==> config.mk <==
export PLATFORM = sky130hd
export DESIGN_NAME = t16c_top
export DESIGN_NICKNAME = d
export VERILOG_FILES = /design/src/core/t16c_pkg.sv /design/src/core/t16c_prescaler.sv /design/src/core/t16c_wavegen.sv /design/src/core/t16c_top.sv
export SDC_FILE = /design/constraint.sdc
export NUM_CORES = 1
export LEC_CHECK = 0
export ABC_CLOCK_PERIOD_IN_PS = 8180
export BUFFER_PORTS_ARGS = -buffer_cell sky130_fd_sc_hd__buf_4
export CAP_MARGIN = 10
export CORE_MARGIN = 2
export CORE_UTILIZATION = 55
export CTS_BUF_LIST = sky130_fd_sc_hd__clkbuf_8
export CTS_CLUSTER_SIZE = 12
export DETAILED_ROUTE_END_ITERATION = 6
export GPL_TIMING_DRIVEN = 0
export PLACE_DENSITY = 0.78
export SETUP_SLACK_MARGIN = 0.2
export SYNTH_ARGS = -nofsm -noshare
export SYNTH_HDL_FRONTEND = slang
export SYNTH_HIERARCHICAL = 1
export SYNTH_SLANG_ARGS = --single-unit
==> constraint.sdc <==
create_clock -name pclk -period 8.18 [get_ports pclk]
set_clock_uncertainty 0.1 [all_clocks]
set_input_delay 0.818 -clock pclk [delete_from_list [all_inputs] [get_ports pclk]]
set_output_delay 0.818 -clock pclk [all_outputs]
set_load 0.02 [all_outputs]
==> src/core/t16c_pkg.sv <==
// Constants shared by the 16-bit timer control block and its helpers.
// Assumes an APB slave with one aligned 32-bit word per register.
`default_nettype none
package t16c_pkg;

  // ---------------------------------------------------------------
  // Register indices, byte address is four times the index
  // ---------------------------------------------------------------
  localparam logic [5:0] IDX_CTRL_A    = 6'h00;
  localparam logic [5:0] IDX_CTRL_B    = 6'h01;
  localparam logic [5:0] IDX_CTRL_C    = 6'h02;
  localparam logic [5:0] IDX_CTRL_D    = 6'h03;
  localparam logic [5:0] IDX_E_CLR     = 6'h04;
  localparam logic [5:0] IDX_E_SET     = 6'h05;
  localparam logic [5:0] IDX_F_CLR     = 6'h06;
  localparam logic [5:0] IDX_F_SET     = 6'h07;
  localparam logic [5:0] IDX_BUF_BASE  = 6'h10;
  localparam logic [5:0] IDX_VAL_BASE  = 6'h14;
  localparam logic [5:0] IDX_COUNT     = 6'h18;
  localparam int unsigned ADDR_LSB     = 2;

  // ---------------------------------------------------------------
  // Field positions
  // ---------------------------------------------------------------
  localparam int unsigned ENABLE_BIT = 0;
  localparam int unsigned CLOCK_DIVIDER_SELECT_LSB = 1;
  localparam int unsigned WGM_LSB    = 0;
  localparam int unsigned AUTO_LOCK_UPDATE_BIT  = 3;
  localparam int unsigned OVR_LSB    = 4;
  localparam int unsigned SPLIT_BIT  = 0;
  localparam int unsigned DIR_BIT    = 0;
  localparam int unsigned LOCK_BIT   = 1;
  localparam int unsigned CMD_LSB    = 2;

  // ---------------------------------------------------------------
  // Values after reset
  // ---------------------------------------------------------------
  localparam logic [3:0]  CTRL_A_RESET  = 4'h0;
  localparam logic [6:0]  CTRL_B_RESET  = 7'h00;
  localparam logic [2:0]  CTRL_C_RESET  = 3'h0;
  localparam logic [3:0]  BV_RESET      = 4'h0;
  localparam logic [15:0] PERIOD_RESET  = 16'hFFFF;
  localparam logic [15:0] COMPARE_RESET = 16'h0000;
  localparam logic [15:0] COUNT_RESET   = 16'h0000;

  // ---------------------------------------------------------------
  // Waveform modes and commands
  // ---------------------------------------------------------------
  localparam logic [2:0] WGM_NORMAL       = 3'h0;
  localparam logic [2:0] WGM_FREQ         = 3'h1;
  localparam logic [2:0] WGM_ONE_SLOPE    = 3'h3;
  localparam logic [2:0] WGM_TWO_TOP      = 3'h5;
  localparam logic [2:0] WGM_TWO_BOTH     = 3'h6;
  localparam logic [2:0] WGM_TWO_BOTTOM   = 3'h7;
  localparam logic [1:0] CMD_NONE         = 2'h0;
  localparam logic [1:0] CMD_UPDATE       = 2'h1;
  localparam logic [1:0] CMD_RESTART      = 2'h2;
  localparam logic [1:0] CMD_HARD_RESET   = 2'h3;

  // Prescaler masks: divide by 1, 2, 4, 8, 16, 64, 256, 1024
  localparam logic [9:0] DIV_MASK [8] = '{
    10'h000, 10'h001, 10'h003, 10'h007,
    10'h00F, 10'h03F, 10'h0FF, 10'h3FF
  };
  localparam logic [9:0] DIV_RESET = 10'h000;

endpackage
`default_nettype wire

==> src/core/t16c_prescaler.sv <==
// Prescaler producing the timer count enable from pclk.
// Assumes run and sel come from registers on the same clock.
`default_nettype none
module t16c_prescaler
  import t16c_pkg::*;
(
  input  wire logic       pclk,
  input  wire logic       presetn,
  input  wire logic       run,
  input  wire logic [2:0] sel,
  output logic            tick
);

  logic [9:0] div;

  always_ff @(posedge pclk or negedge presetn)
  begin
    if (!presetn)
      div <= DIV_RESET;
    else if (!run)
      div <= DIV_RESET;
    else
      div <= div + 10'h001;
  end

  // Low bits all ones once per divided period
  assign tick = run && ((div & DIV_MASK[sel]) == DIV_MASK[sel]);

endmodule
`default_nettype wire

==> src/core/t16c_wavegen.sv <==
// One compare channel's waveform generator and pin override.
// Assumes count, compare and mode come from flops on pclk.
`default_nettype none
module t16c_wavegen
  import t16c_pkg::*;
(
  input  wire logic        pclk,
  input  wire logic        presetn,
  input  wire logic        enabled,
  input  wire logic        tick,
  input  wire logic [2:0]  mode,
  input  wire logic [15:0] count,
  input  wire logic [15:0] cmp,
  input  wire logic        cnt_down,
  input  wire logic        ov_value,
  input  wire logic        override,
  input  wire logic        port_level,
  output logic             pin
);

  logic level;
  logic match;
  logic wave_mode;

  assign match     = tick && (count == cmp);
  assign wave_mode = (mode == WGM_FREQ) || (mode == WGM_ONE_SLOPE) || (mode >= WGM_TWO_TOP);

  always_ff @(posedge pclk or negedge presetn)
  begin
    if (!presetn)
      level <= 1'b0;
    else if (!enabled)
      level <= ov_value;
    else if (tick)
    begin
      case (mode)
        WGM_FREQ:
          level <= match ? ~level : level;
        WGM_ONE_SLOPE:
          if (count == COUNT_RESET)
            level <= 1'b1;
          else if (match)
            level <= 1'b0;
        WGM_TWO_TOP, WGM_TWO_BOTH, WGM_TWO_BOTTOM:
          level <= match ? cnt_down : level;
        default:
          level <= level;
      endcase
    end
  end

  // Normal and reserved modes never reach the pin
  always_ff @(posedge pclk or negedge presetn)
  begin
    if (!presetn)
      pin <= 1'b0;
    else
      pin <= (override && wave_mode) ? level : port_level;
  end

endmodule
`default_nettype wire

==> src/core/t16c_top.sv <==
// Control register group of a 16-bit three-channel timer, normal mode.
// Assumes an APB master on pclk and port pins fed from the same clock.
`default_nettype none

// Functional notes
// - Clock select divides by 1 to 1024
// - Control A bit 0 enables, resets zero
// - Override drives waveform onto pin in wave modes
// - Auto-lock holds lock until enabled buffers valid
// - Lock stays clear until update, then sets
// - Normal mode produces no waveform at pins
// - Normal and frequency modes: update, overflow at TOP counting up, BOTTOM counting down
// - PWM: period TOP, bottom update, mode overflow
// - Disabled timer: output value bits set levels
// - Split bit makes two 8-bit counters
// - Control-E clear register clears written ones
// - Control-E set register sets written ones
// - Both control-E registers read same status
// - Command: update, restart, hard reset if disabled
// - Command bits always read as zero
// - Lock set blocks buffered register loads
// - Direction bit: zero up, one down, writable
// - Buffer-valid clear register clears written ones
// - Buffer write sets valid, update clears it
// - Valid bits: period bit 0, compares 1-3
module t16c_top
  import t16c_pkg::*;
(
  input  wire logic        pclk,
  input  wire logic        presetn,
  input  wire logic        psel,
  input  wire logic        penable,
  input  wire logic        pwrite,
  input  wire logic [7:0]  paddr,
  input  wire logic [31:0] pwdata,
  input  wire logic [2:0]  port_output_level,
  output logic [31:0]      prdata,
  output logic             pready,
  output logic             pslverr,
  output logic [2:0]       waveform_output,
  output logic             overflow_event,
  output logic             split_mode_select
);

  // ---------------------------------------------------------------
  // State
  // ---------------------------------------------------------------
  logic [3:0]  ctrl_a;
  logic [6:0]  ctrl_b;
  logic [2:0]  compare_output_value;
  logic        update_lock;
  logic        dir;
  logic [3:0]  buffer_valid;
  logic [15:0] buf_val [4];
  logic [15:0] act_val [4];
  logic [15:0] cnt;

  logic [5:0]  idx;
  logic        hit;
  logic        wr;
  logic        wr_ctrl_a;
  logic        wr_ctrl_b;
  logic        wr_ctrl_c;
  logic        wr_ctrl_d;
  logic        wr_eclr;
  logic        wr_eset;
  logic        wr_fclr;
  logic        wr_fset;
  logic        wr_buf;
  logic [1:0]  cmd;
  logic        cmd_upd;
  logic        cmd_restart;
  logic        cmd_hard;
  logic [31:0] rd_data;

  logic        enable;
  logic [2:0]  clock_divider_select;
  logic [2:0]  waveform_mode;
  logic        auto_lock_update;
  logic [2:0]  compare_output_override;
  logic        tick;
  logic        count_step;
  logic        dual;
  logic [15:0] top_val;
  logic        at_top;
  logic        at_bottom;
  logic        wrap;
  logic        upd_pt;
  logic        ovf_pt;
  logic        update_evt;
  logic        xfer;
  logic [15:0] next_cnt;
  logic [3:0]  next_bv;
  logic        next_lock;
  logic        all_valid;

  assign enable                  = ctrl_a[ENABLE_BIT];
  assign clock_divider_select    = ctrl_a[CLOCK_DIVIDER_SELECT_LSB +: 3];
  assign waveform_mode           = ctrl_b[WGM_LSB +: 3];
  assign auto_lock_update        = ctrl_b[AUTO_LOCK_UPDATE_BIT];
  assign compare_output_override = ctrl_b[OVR_LSB +: 3];

  // ---------------------------------------------------------------
  // APB decode
  // ---------------------------------------------------------------
  assign idx = paddr[7:ADDR_LSB];
  assign wr  = psel && penable && pready && pwrite && hit;

  assign wr_ctrl_a = wr && (idx == IDX_CTRL_A);
  assign wr_ctrl_b = wr && (idx == IDX_CTRL_B);
  assign wr_ctrl_c = wr && (idx == IDX_CTRL_C);
  assign wr_ctrl_d = wr && (idx == IDX_CTRL_D);
  assign wr_eclr   = wr && (idx == IDX_E_CLR);
  assign wr_eset   = wr && (idx == IDX_E_SET);
  assign wr_fclr   = wr && (idx == IDX_F_CLR);
  assign wr_fset   = wr && (idx == IDX_F_SET);
  assign wr_buf    = wr && (idx[5:2] == IDX_BUF_BASE[5:2]);

  // Commands may be issued through either control-E register
  assign cmd         = (wr_eclr || wr_eset) ? pwdata[CMD_LSB +: 2] : CMD_NONE;
  assign cmd_upd     = (cmd == CMD_UPDATE);
  assign cmd_restart = (cmd == CMD_RESTART);
  assign cmd_hard    = (cmd == CMD_HARD_RESET) && !enable;

  always_comb
  begin
    hit     = (paddr[ADDR_LSB-1:0] == 2'h0);
    rd_data = 32'h0000_0000;
    case (idx)
      IDX_CTRL_A:
        rd_data[3:0] = ctrl_a;
      IDX_CTRL_B:
        rd_data[6:0] = ctrl_b;
      IDX_CTRL_C:
        rd_data[2:0] = compare_output_value;
      IDX_CTRL_D:
        rd_data[SPLIT_BIT] = split_mode_select;
      IDX_E_CLR, IDX_E_SET:
      begin
        rd_data[LOCK_BIT] = update_lock;
        rd_data[DIR_BIT]  = dir;
      end
      IDX_F_CLR, IDX_F_SET:
        rd_data[3:0] = buffer_valid;
      IDX_COUNT:
        rd_data[15:0] = cnt;
      default:
      begin
        if (idx[5:2] == IDX_BUF_BASE[5:2])
          rd_data[15:0] = buf_val[idx[1:0]];
        else if (idx[5:2] == IDX_VAL_BASE[5:2])
          rd_data[15:0] = act_val[idx[1:0]];
        else
          hit = 1'b0;
      end
    endcase
  end

  // Zero wait state: data is sampled in the setup cycle
  always_ff @(posedge pclk or negedge presetn)
  begin
    if (!presetn)
    begin
      pready  <= 1'b0;
      prdata  <= 32'h0000_0000;
      pslverr <= 1'b0;
    end
    else
    begin
      pready  <= psel && !penable;
      prdata  <= (psel && !penable && !pwrite) ? rd_data : 32'h0000_0000;
      pslverr <= psel && !penable && !hit;
    end
  end

  // ---------------------------------------------------------------
  // Control registers
  // ---------------------------------------------------------------
  always_ff @(posedge pclk or negedge presetn)
  begin
    if (!presetn)
      ctrl_a <= CTRL_A_RESET;
    else if (wr_ctrl_a)
      ctrl_a <= pwdata[3:0];
  end

  // Hard reset only gets through while disabled
  always_ff @(posedge pclk or negedge presetn)
  begin
    if (!presetn)
    begin
      ctrl_b               <= CTRL_B_RESET;
      compare_output_value <= CTRL_C_RESET;
      split_mode_select    <= 1'b0;
    end
    else if (cmd_hard)
    begin
      ctrl_b               <= CTRL_B_RESET;
      compare_output_value <= CTRL_C_RESET;
      split_mode_select    <= 1'b0;
    end
    else
    begin
      if (wr_ctrl_b)
        ctrl_b <= pwdata[6:0];
      if (wr_ctrl_c)
        compare_output_value <= pwdata[2:0];
      if (wr_ctrl_d)
        split_mode_select <= pwdata[SPLIT_BIT];
    end
  end

  // ---------------------------------------------------------------
  // Counting
  // ---------------------------------------------------------------
  t16c_prescaler u_prescaler (
    .pclk    (pclk),
    .presetn (presetn),
    .run     (enable),
    .sel     (clock_divider_select),
    .tick    (tick)
  );

  assign count_step = tick && !split_mode_select;
  assign dual       = (waveform_mode >= WGM_TWO_TOP);
  assign top_val    = (waveform_mode == WGM_FREQ) ? act_val[1] : act_val[0];
  assign at_top     = (cnt == top_val);
  assign at_bottom  = (cnt == COUNT_RESET);
  assign wrap       = dir ? at_bottom : at_top;

  always_comb
  begin
    upd_pt = 1'b0;
    ovf_pt = 1'b0;
    case (waveform_mode)
      WGM_NORMAL, WGM_FREQ:
      begin
        upd_pt = wrap;
        ovf_pt = wrap;
      end
      WGM_ONE_SLOPE:
      begin
        upd_pt = at_bottom;
        ovf_pt = at_bottom;
      end
      WGM_TWO_TOP:
      begin
        upd_pt = at_bottom;
        ovf_pt = at_top;
      end
      WGM_TWO_BOTH:
      begin
        upd_pt = at_bottom;
        ovf_pt = at_top || at_bottom;
      end
      WGM_TWO_BOTTOM:
      begin
        upd_pt = at_bottom;
        ovf_pt = at_bottom;
      end
      default:
      begin
        upd_pt = 1'b0;
        ovf_pt = 1'b0;
      end
    endcase
  end

  always_comb
  begin
    if (dual)
      next_cnt = (dir ^ (dir ? at_bottom : at_top)) ? cnt - 16'h0001 : cnt + 16'h0001;
    else if (!dir)
      next_cnt = at_top ? COUNT_RESET : cnt + 16'h0001;
    else
      next_cnt = at_bottom ? top_val : cnt - 16'h0001;
  end

  // Split halves count down and reload from the period bytes
  always_ff @(posedge pclk or negedge presetn)
  begin
    if (!presetn)
      cnt <= COUNT_RESET;
    else if (cmd_hard || cmd_restart)
      cnt <= COUNT_RESET;
    else if (tick && split_mode_select)
    begin
      cnt[7:0]  <= (cnt[7:0] == 8'h00) ? act_val[0][7:0] : cnt[7:0] - 8'h01;
      cnt[15:8] <= (cnt[15:8] == 8'h00) ? act_val[0][15:8] : cnt[15:8] - 8'h01;
    end
    else if (count_step)
      cnt <= next_cnt;
  end

  // Turning points of two-slope modes win over software direction writes
  always_ff @(posedge pclk or negedge presetn)
  begin
    if (!presetn)
      dir <= 1'b0;
    else if (cmd_hard || cmd_restart)
      dir <= 1'b0;
    else if (count_step && dual && !dir && at_top)
      dir <= 1'b1;
    else if (count_step && dual && dir && at_bottom)
      dir <= 1'b0;
    else if (wr_eset && pwdata[DIR_BIT])
      dir <= 1'b1;
    else if (wr_eclr && pwdata[DIR_BIT])
      dir <= 1'b0;
  end

  always_ff @(posedge pclk or negedge presetn)
  begin
    if (!presetn)
      overflow_event <= 1'b0;
    else
      overflow_event <= count_step && ovf_pt;
  end

  // ---------------------------------------------------------------
  // Buffers, valid bits and lock
  // ---------------------------------------------------------------
  assign update_evt = (count_step && upd_pt) || cmd_upd;
  assign xfer       = update_evt && !update_lock;

  always_comb
  begin
    next_bv = buffer_valid;
    if (xfer)
      next_bv = BV_RESET;
    if (wr_fclr)
      next_bv = next_bv & ~pwdata[3:0];
    if (wr_fset)
      next_bv = next_bv | pwdata[3:0];
    if (wr_buf)
      next_bv[idx[1:0]] = 1'b1;
    if (cmd_hard)
      next_bv = BV_RESET;
  end

  assign all_valid = &(next_bv[3:1] | ~compare_output_override);

  // Auto-lock follows the valid bits after every other source except hard reset
  always_comb
  begin
    next_lock = update_lock;
    if (wr_eclr && pwdata[LOCK_BIT])
      next_lock = 1'b0;
    if (wr_eset && pwdata[LOCK_BIT])
      next_lock = 1'b1;
    if (auto_lock_update)
      next_lock = !all_valid;
    if (cmd_hard)
      next_lock = 1'b0;
  end

  always_ff @(posedge pclk or negedge presetn)
  begin
    if (!presetn)
    begin
      buffer_valid <= BV_RESET;
      update_lock  <= 1'b0;
    end
    else
    begin
      buffer_valid <= next_bv;
      update_lock  <= next_lock;
    end
  end

  // Entry 0 is the period, entries 1 to 3 the compare channels
  for (genvar i = 0; i < 4; i++)
  begin : g_buf
    always_ff @(posedge pclk or negedge presetn)
    begin
      if (!presetn)
      begin
        buf_val[i] <= (i == 0) ? PERIOD_RESET : COMPARE_RESET;
        act_val[i] <= (i == 0) ? PERIOD_RESET : COMPARE_RESET;
      end
      else if (cmd_hard)
      begin
        buf_val[i] <= (i == 0) ? PERIOD_RESET : COMPARE_RESET;
        act_val[i] <= (i == 0) ? PERIOD_RESET : COMPARE_RESET;
      end
      else
      begin
        if (wr_buf && (idx[1:0] == 2'(i)))
          buf_val[i] <= pwdata[15:0];
        if (xfer && buffer_valid[i])
          act_val[i] <= buf_val[i];
      end
    end
  end

  // ---------------------------------------------------------------
  // Waveform outputs
  // ---------------------------------------------------------------
  for (genvar ch = 0; ch < 3; ch++)
  begin : g_wave
    t16c_wavegen u_wavegen (
      .pclk       (pclk),
      .presetn    (presetn),
      .enabled    (enable),
      .tick       (count_step),
      .mode       (waveform_mode),
      .count      (cnt),
      .cmp        (act_val[ch+1]),
      .cnt_down   (dir),
      .ov_value   (compare_output_value[ch]),
      .override   (compare_output_override[ch]),
      .port_level (port_output_level[ch]),
      .pin        (waveform_output[ch])
    );
  end
endmodule
`default_nettype wire

# == After elaboration in Yosys (flattened, before gate mapping) ==
# Memories as Yosys holds them, arrays and structs flattened.
# Cells that the tools add are included.
# word_totals
wordCells,283
inputBits,48
romBits,80
reg_bits,200
n_memories,1
# op_classes
bitwise_logic,13
mux,98
addsub,5
reduce_logical,97
n_lt_le_gt_ge,5
eq_ne,37
# memory_table
memory,depth,width,read_ports,rd_clocked_by_memory_dff,write_ports,line,source
(name not given),8,10,1,0,0,t16c_prescaler.sv:27,assign tick = run && ((div & DIV_MASK[sel]) == DIV_MASK[sel]);
# op_table
operator,n
$mux 16,32
$bmux 16 s2,2
$eq 16x16->1,4
$logic_and 1x1->1,47
$mux 1,37
$mux 10,3
$eq 6x3->1 const B,4
$reduce_bool 2->1,11
$mux 4,5
$ne 3x2->1 const B,6
$pmux 9 s2,1
$add 16x1->16 const B,1
$logic_not 16->1,1
$logic_not 8->1,2
$mux 8,2
$sub 16x1->16 const B,1
$sub 8x1->8 const B,2
$reduce_and 5->1,3
$mux 7,2
$pmux 1 s7,2
$eq 6x2->1 const B,2
$ne 4x3->1 const B,3
$add 10x1->10 const B,1
$and 10x10->10,1
48 further kinds,80

# == Depth between registers and ports, before layout ==
# depth
word_depth,24
depth_mapped,12
mapped_depth_nobuf,10

# == Cells and area by module ==
# Netlist, hierarchy kept.
# modules_own_cells
module,area_per_inst_um2,seq_area_each_um2,cells_per_inst,instances
t16c_top,11150.7,4644.5,1116,1
t16c_wavegen,387.9,50.0,47,3
t16c_prescaler,531.8,250.2,55,1

# == Worst setup path before layout ==
# No wires, ideal clock.
# synth_path
kind,input port to flip-flop
from,input paddr[2]
to,register cnt[6]
n_path_buf,2
arrival_ps,3341
required_ps,7954
setup_slack_ps,4613
stages,7
cell_sequence,buf_2 or4b_1 a2111o_1 a2111oi_1 clkbuf_1 nor2_1 a221o_1
# synth_between
elab_chain_len,11
elab_cells_between_ends,22
# synth_rtl
element,line,source
"start, declared",t16c_top.sv:34,"input wire logic [7:0] paddr,"
$eq 6x1->1 (tied with other cells),t16c_top.sv:129,case (idx)
$reduce_or 9->1 (no source line),--,
$mux 1,t16c_top.sv:129,
$logic_and 1x1->1,t16c_top.sv:107,assign wr = psel && penable && pready && pwrite && hit;
$logic_and 1x1->1 (on tied branches),"t16c_top.sv:113, t16c_top.sv:114",
$logic_or 1x1->1 *,t16c_top.sv:120,assign cmd = (wr_eclr || wr_eset) ? pwdata[CMD_LSB +: 2] : CMD_NONE;
$mux 2 *,t16c_top.sv:120,
$eq 2x2->1,t16c_top.sv:123,assign cmd_hard = (cmd == CMD_HARD_RESET) && !enable;
$logic_and 1x1->1,t16c_top.sv:123,
$logic_or 1x1->1 *,t16c_top.sv:284,else if (cmd_hard || cmd_restart)
$reduce_bool 3->1 (no source line) / $mux 16 (equally long branches),--,
"end signal, assigned",t16c_top.sv:288,cnt[7:0] <= (cnt[7:0] == 8'h00) ? act_val[0][7:0] : cnt[7:0] - 8'h01;
"end signal, assigned",t16c_top.sv:292,cnt <= next_cnt;
"end, declared",t16c_top.sv:56,logic [15:0] cnt;
# Mark *: on every way between the ends. The rest lies on a longest branch, timed or not.
# A chain may end at the register's enable or synchronous reset.

# == Worst setup path after layout ==
# layout_path
from,register cnt[8]
to,register cnt[6]
# layout_between
elab_chain_len,8
elab_cells_between_ends,12
# layout_rtl
element,line,source
"start signal, assigned",t16c_top.sv:289,cnt[15:8] <= (cnt[15:8] == 8'h00) ? act_val[0][15:8] : cnt[15:8] - 8'h01;
"start signal, assigned",t16c_top.sv:292,
$eq 16x16->1 / $logic_not 16->1 (equally long branches),"t16c_top.sv:227, t16c_top.sv:228",
$mux 1,t16c_top.sv:272,next_cnt = (dir ^ (dir ? at_bottom : at_top)) ? cnt - 16'h0001 : cnt + 16'h0001;
$xor 1x1->1,t16c_top.sv:272,
$mux 16,t16c_top.sv:272,
$mux 16 *,t16c_top.sv:271,if (dual)
$mux 16 *,t16c_top.sv:291,else if (count_step)
$mux 16 *,t16c_top.sv:286,else if (tick && split_mode_select)
$mux 16 *,t16c_top.sv:284,
# Mark *: on every way between the ends. The rest lies on a longest branch, timed or not. The select of a mux whose other input is x is not followed.

==> impl_metrics.json <==
{
  "nNetsFinal": 1454,
  "drv_cap": 0,
  "synth_commonest_cells": "168 x dfrtp_1, 124 x nor2_1, 123 x nand2_1",
  "setup_violations": 0,
  "drc": 3,
  "postRouteAntennaNets": 0,
  "clock_latency_ns": 0.50,
  "max_slew_margin_pct": 6.568,
  "cellPowerDensity_nw_per_um2": 135.1,
  "postCtsSetupBuffers": 0,
  "ys_seq_elements": 200,
  "root_buffer": "clkbuf_8",
  "synth_top_family_by_area": "compound AO/OA/AOI/OAI gates",
  "gp_congestion": 0.9988,
  "fmax_mhz": 185.8,
  "ys.flop_type": "dfrtp_1",
  "port_buffers": 52,
  "synth-edff-count": 0,
  "die_width_um": 156.8,
  "grt_pass1_vias": 10930,
  "num_vias": 11413,
  "worstMarginPinSlew_ns": 1.401,
  "netlist_area_sq_um": 12850,
  "cts_made_buffers": 17,
  "crit_type": "reg2reg",
  "overflow": 0,
  "clock_path_buffers": 2,
  "synthTopCellsByArea": "dfrtp_1 33%, mux2i_1 8.8%, dfstp_2 6.5%",
  "coreArea_sq_um": 22780,
  "p_int_mw": 1.308,
  "die_h_um": 156.8,
  "routedWlPerCell_um": 25.70,
  "dr.pass1.iters": 7,
  "clkSinkCount": 200,
  "slowest_stage": "nor4_1",
  "seqPwrFrac_pct": 52.5,
  "async_flop_share_pct": 100.0,
  "start_util_pct": 56.40,
  "leakage_nw": 6.318,
  "hold_viol_final": 0,
  "required_ns": 8.47,
  "slowest_delay_ns": 1.09,
  "ctsHoldBuffers": 0,
  "min_period_over_period_pct": 65.80,
  "finalInstanceArea_sq_um": 14160,
  "grt_first_pass_wirelength_um": 67470,
  "pwr-share-comb_pct": 9.4,
  "num_rows": 55,
  "area_delta_synth_final_pct": 10.26,
  "outcome": "complete, but fails checks",
  "synth_top_area_share_pct": 32.73,
  "crit_start": "cnt[8]",
  "clockPowerShare_pct": 38.1,
  "cts_resized": 0,
  "cts_tree": "done",
  "synthAdderAreaFrac_pct": 0.6818,
  "dp.cells": 1693,
  "dieArea_sq_um": 24600,
  "fin_crit_ns": 5.383,
  "peakVddDrop_v": 0.0001349,
  "syn_area_per_cell_sq_um": 9.791,
  "postPlaceCellArea_sq_um": 13720,
  "synth_compound_area_share_pct": 16.69,
  "switchingPower_mw": 0.6054,
  "grt_max_degree": 121,
  "yosys-mux-area-fraction_pct": 16.69,
  "synthesis.instances": 1312,
  "path_cells": "clkbuf_1, inv_1, ha_1, or3b_2, nor4_1, clkbuf_1, clkbuf_1, o211ai_1, o2111ai_1, a311oi_1, a221o_1",
  "grt_usage_pct": 36.81,
  "h-tree-depth": 4,
  "synth_cell_types": 87,
  "timing.rr.start": "cnt[8]",
  "synthXorXnorAreaFrac_pct": 6.204,
  "yosys.area_share.simple_pct": 15.54,
  "fin_tns_setup_ns": 0,
  "via_per_inst": 6.616,
  "yosysWarnings": 6,
  "violations": "design-rule violations",
  "crit_top_cell": "clkbuf_1",
  "end_kind": "flip-flop",
  "io_pins": 87,
  "place_hpwl_um": 33050,
  "antenna_found_initial": 0,
  "synth-seq-area-share_pct": 39.27,
  "yosysTopAreaCell": "dfrtp_1",
  "final_layout_size_suffix_gt1_share_pct": 16.71,
  "rsz0062_at_grt": "no",
  "r2r_slack_ns": 2.80,
  "clk_pin_slew_worst_paths_ns": 0.14,
  "fin_cells": 1725,
  "slew_violations": 0,
  "swShare_pct": 31.64,
  "cp_max_fo": 10,
  "finalWirelength_um": 44340,
  "critPathArrivalTime_ns": 5.67,
  "critPathTopFamily": "buffers and inverters",
  "post-synth-top-count-cell": "dfrtp_1",
  "crit_path_start_kind": "flip-flop",
  "cp_num_buf_inv": 4,
  "diodes": 0,
  "drtIter0Drc": 1280,
  "worst_hold_path_type": "in2async"
}
worst paths after layout:
| path | end | cells after the start |
|---|---|---|
| setup / recovery | cnt[6] | 11 |
| hold / removal | buf_val[42] | 1 |
| setup reg to reg | cnt[6] | 11 |
| hold reg to reg | buf_val[48] | 2 |
| max in group asynchronous | prdata[2] | 2 |
| min in group pclk | pready | 2 |
registers in the layout (all words and copies together) (netlist names), 4 cells and up:
name             cells
ctrl_a               4
u_prescaler/div     10
cnt                 16
ctrl_b               7
prdata              16
buffer_valid         4
buf_val             64
act_val             64
power groups by stage:
| stage | clock network [mW] | logic (mW) | registers [mW] |
|---|---|---|---|
| global route | 0.765 | 0.194 | 1.01 |
| global placement | 0 | 0.174 | 1.02 |
| finish | 0.728 | 0.181 | 1.00 |
| detailed placement | 0 | 0.177 | 1.02 |
| floorplan | 0 | 0.0988 | 1.02 |
| CTS | 0.726 | 0.178 | 1.00 |
kinds of logic (layout without fill, tap and decap cells):
logic type      Yosys count  in the layout
mux                     171            171
other cells               1             16
xor+xnor                 91             91
fa+ha+maj                 7              7
buf+inv                 140            225
flops                   200            200
simple gates            409            409
compound gates          293            293
placed cells by master (no fill, tap or decap), types with 7 or more instances in the layout:
master	count
nor4_1	23
buf_2	12
or3_1	7
clkbuf_1	56
dfstp_2	32
o221ai_1	7
nor2_1	124
o21ai_0	42
nand2_1	123
o211ai_1	7
buf_1	15
ha_1	7
a211oi_1	15
nor3_1	18
inv_1	34
conb_1	16
nand3_1	35
nand4_1	12
a22o_1	55
xor2_1	63
a31oi_1	13
xnor2_1	28
a21oi_1	53
a221oi_1	10
mux2_2	26
nand2b_1	11
clkbuf_8	17
a22oi_1	12
buf_4	70
nor3b_1	7
nor2b_1	7
mux4_2	32
dfrtp_1	168
mux2i_1	113
stage by stage:
| stage | hold slack, ns | setup slack (ns) | utilization (%) | total power [mW] |
|---|---|---|---|---|
| CTS | 0.2128 | 3.089 | 62.18 | 1.908 |
| detailed placement | 0.4052 | 3.111 | 60.23 | 1.198 |
| global placement | 0.4011 | 3.091 | 60.08 | 1.196 |
| finish | 0.1847 | 2.797 | 62.18 | 1.913 |
| global route | 0.2170 | 2.785 | 62.18 | 1.965 |
| floorplan | 0.3818 | 4.613 | - | 1.119 |
final cells by class:
| class | count | area, sq um |
|---|---|---|
| fillers | 1942 | 8615 |
| multi-input cells | 987 | 7231 |
| flip-flops and latches | 200 | 5045 |
| plain buffers | 104 | 491.7 |
| repair buffers | 53 | 425.4 |
| well taps | 313 | 391.6 |
| clock buffers | 17 | 234.0 |
| clock inverters | 15 | 210.2 |
| inverters | 36 | 135.1 |
metal layers:
layer | routed length, um | GRT usage [%]
met4 | 1975 | 15.47
met5 | 0 | 0
met3 | 4362 | 7.339
met2 | 19980 | 56.12
met1 | 18020 | 51.39
Power figures use the tool's default switching activity.
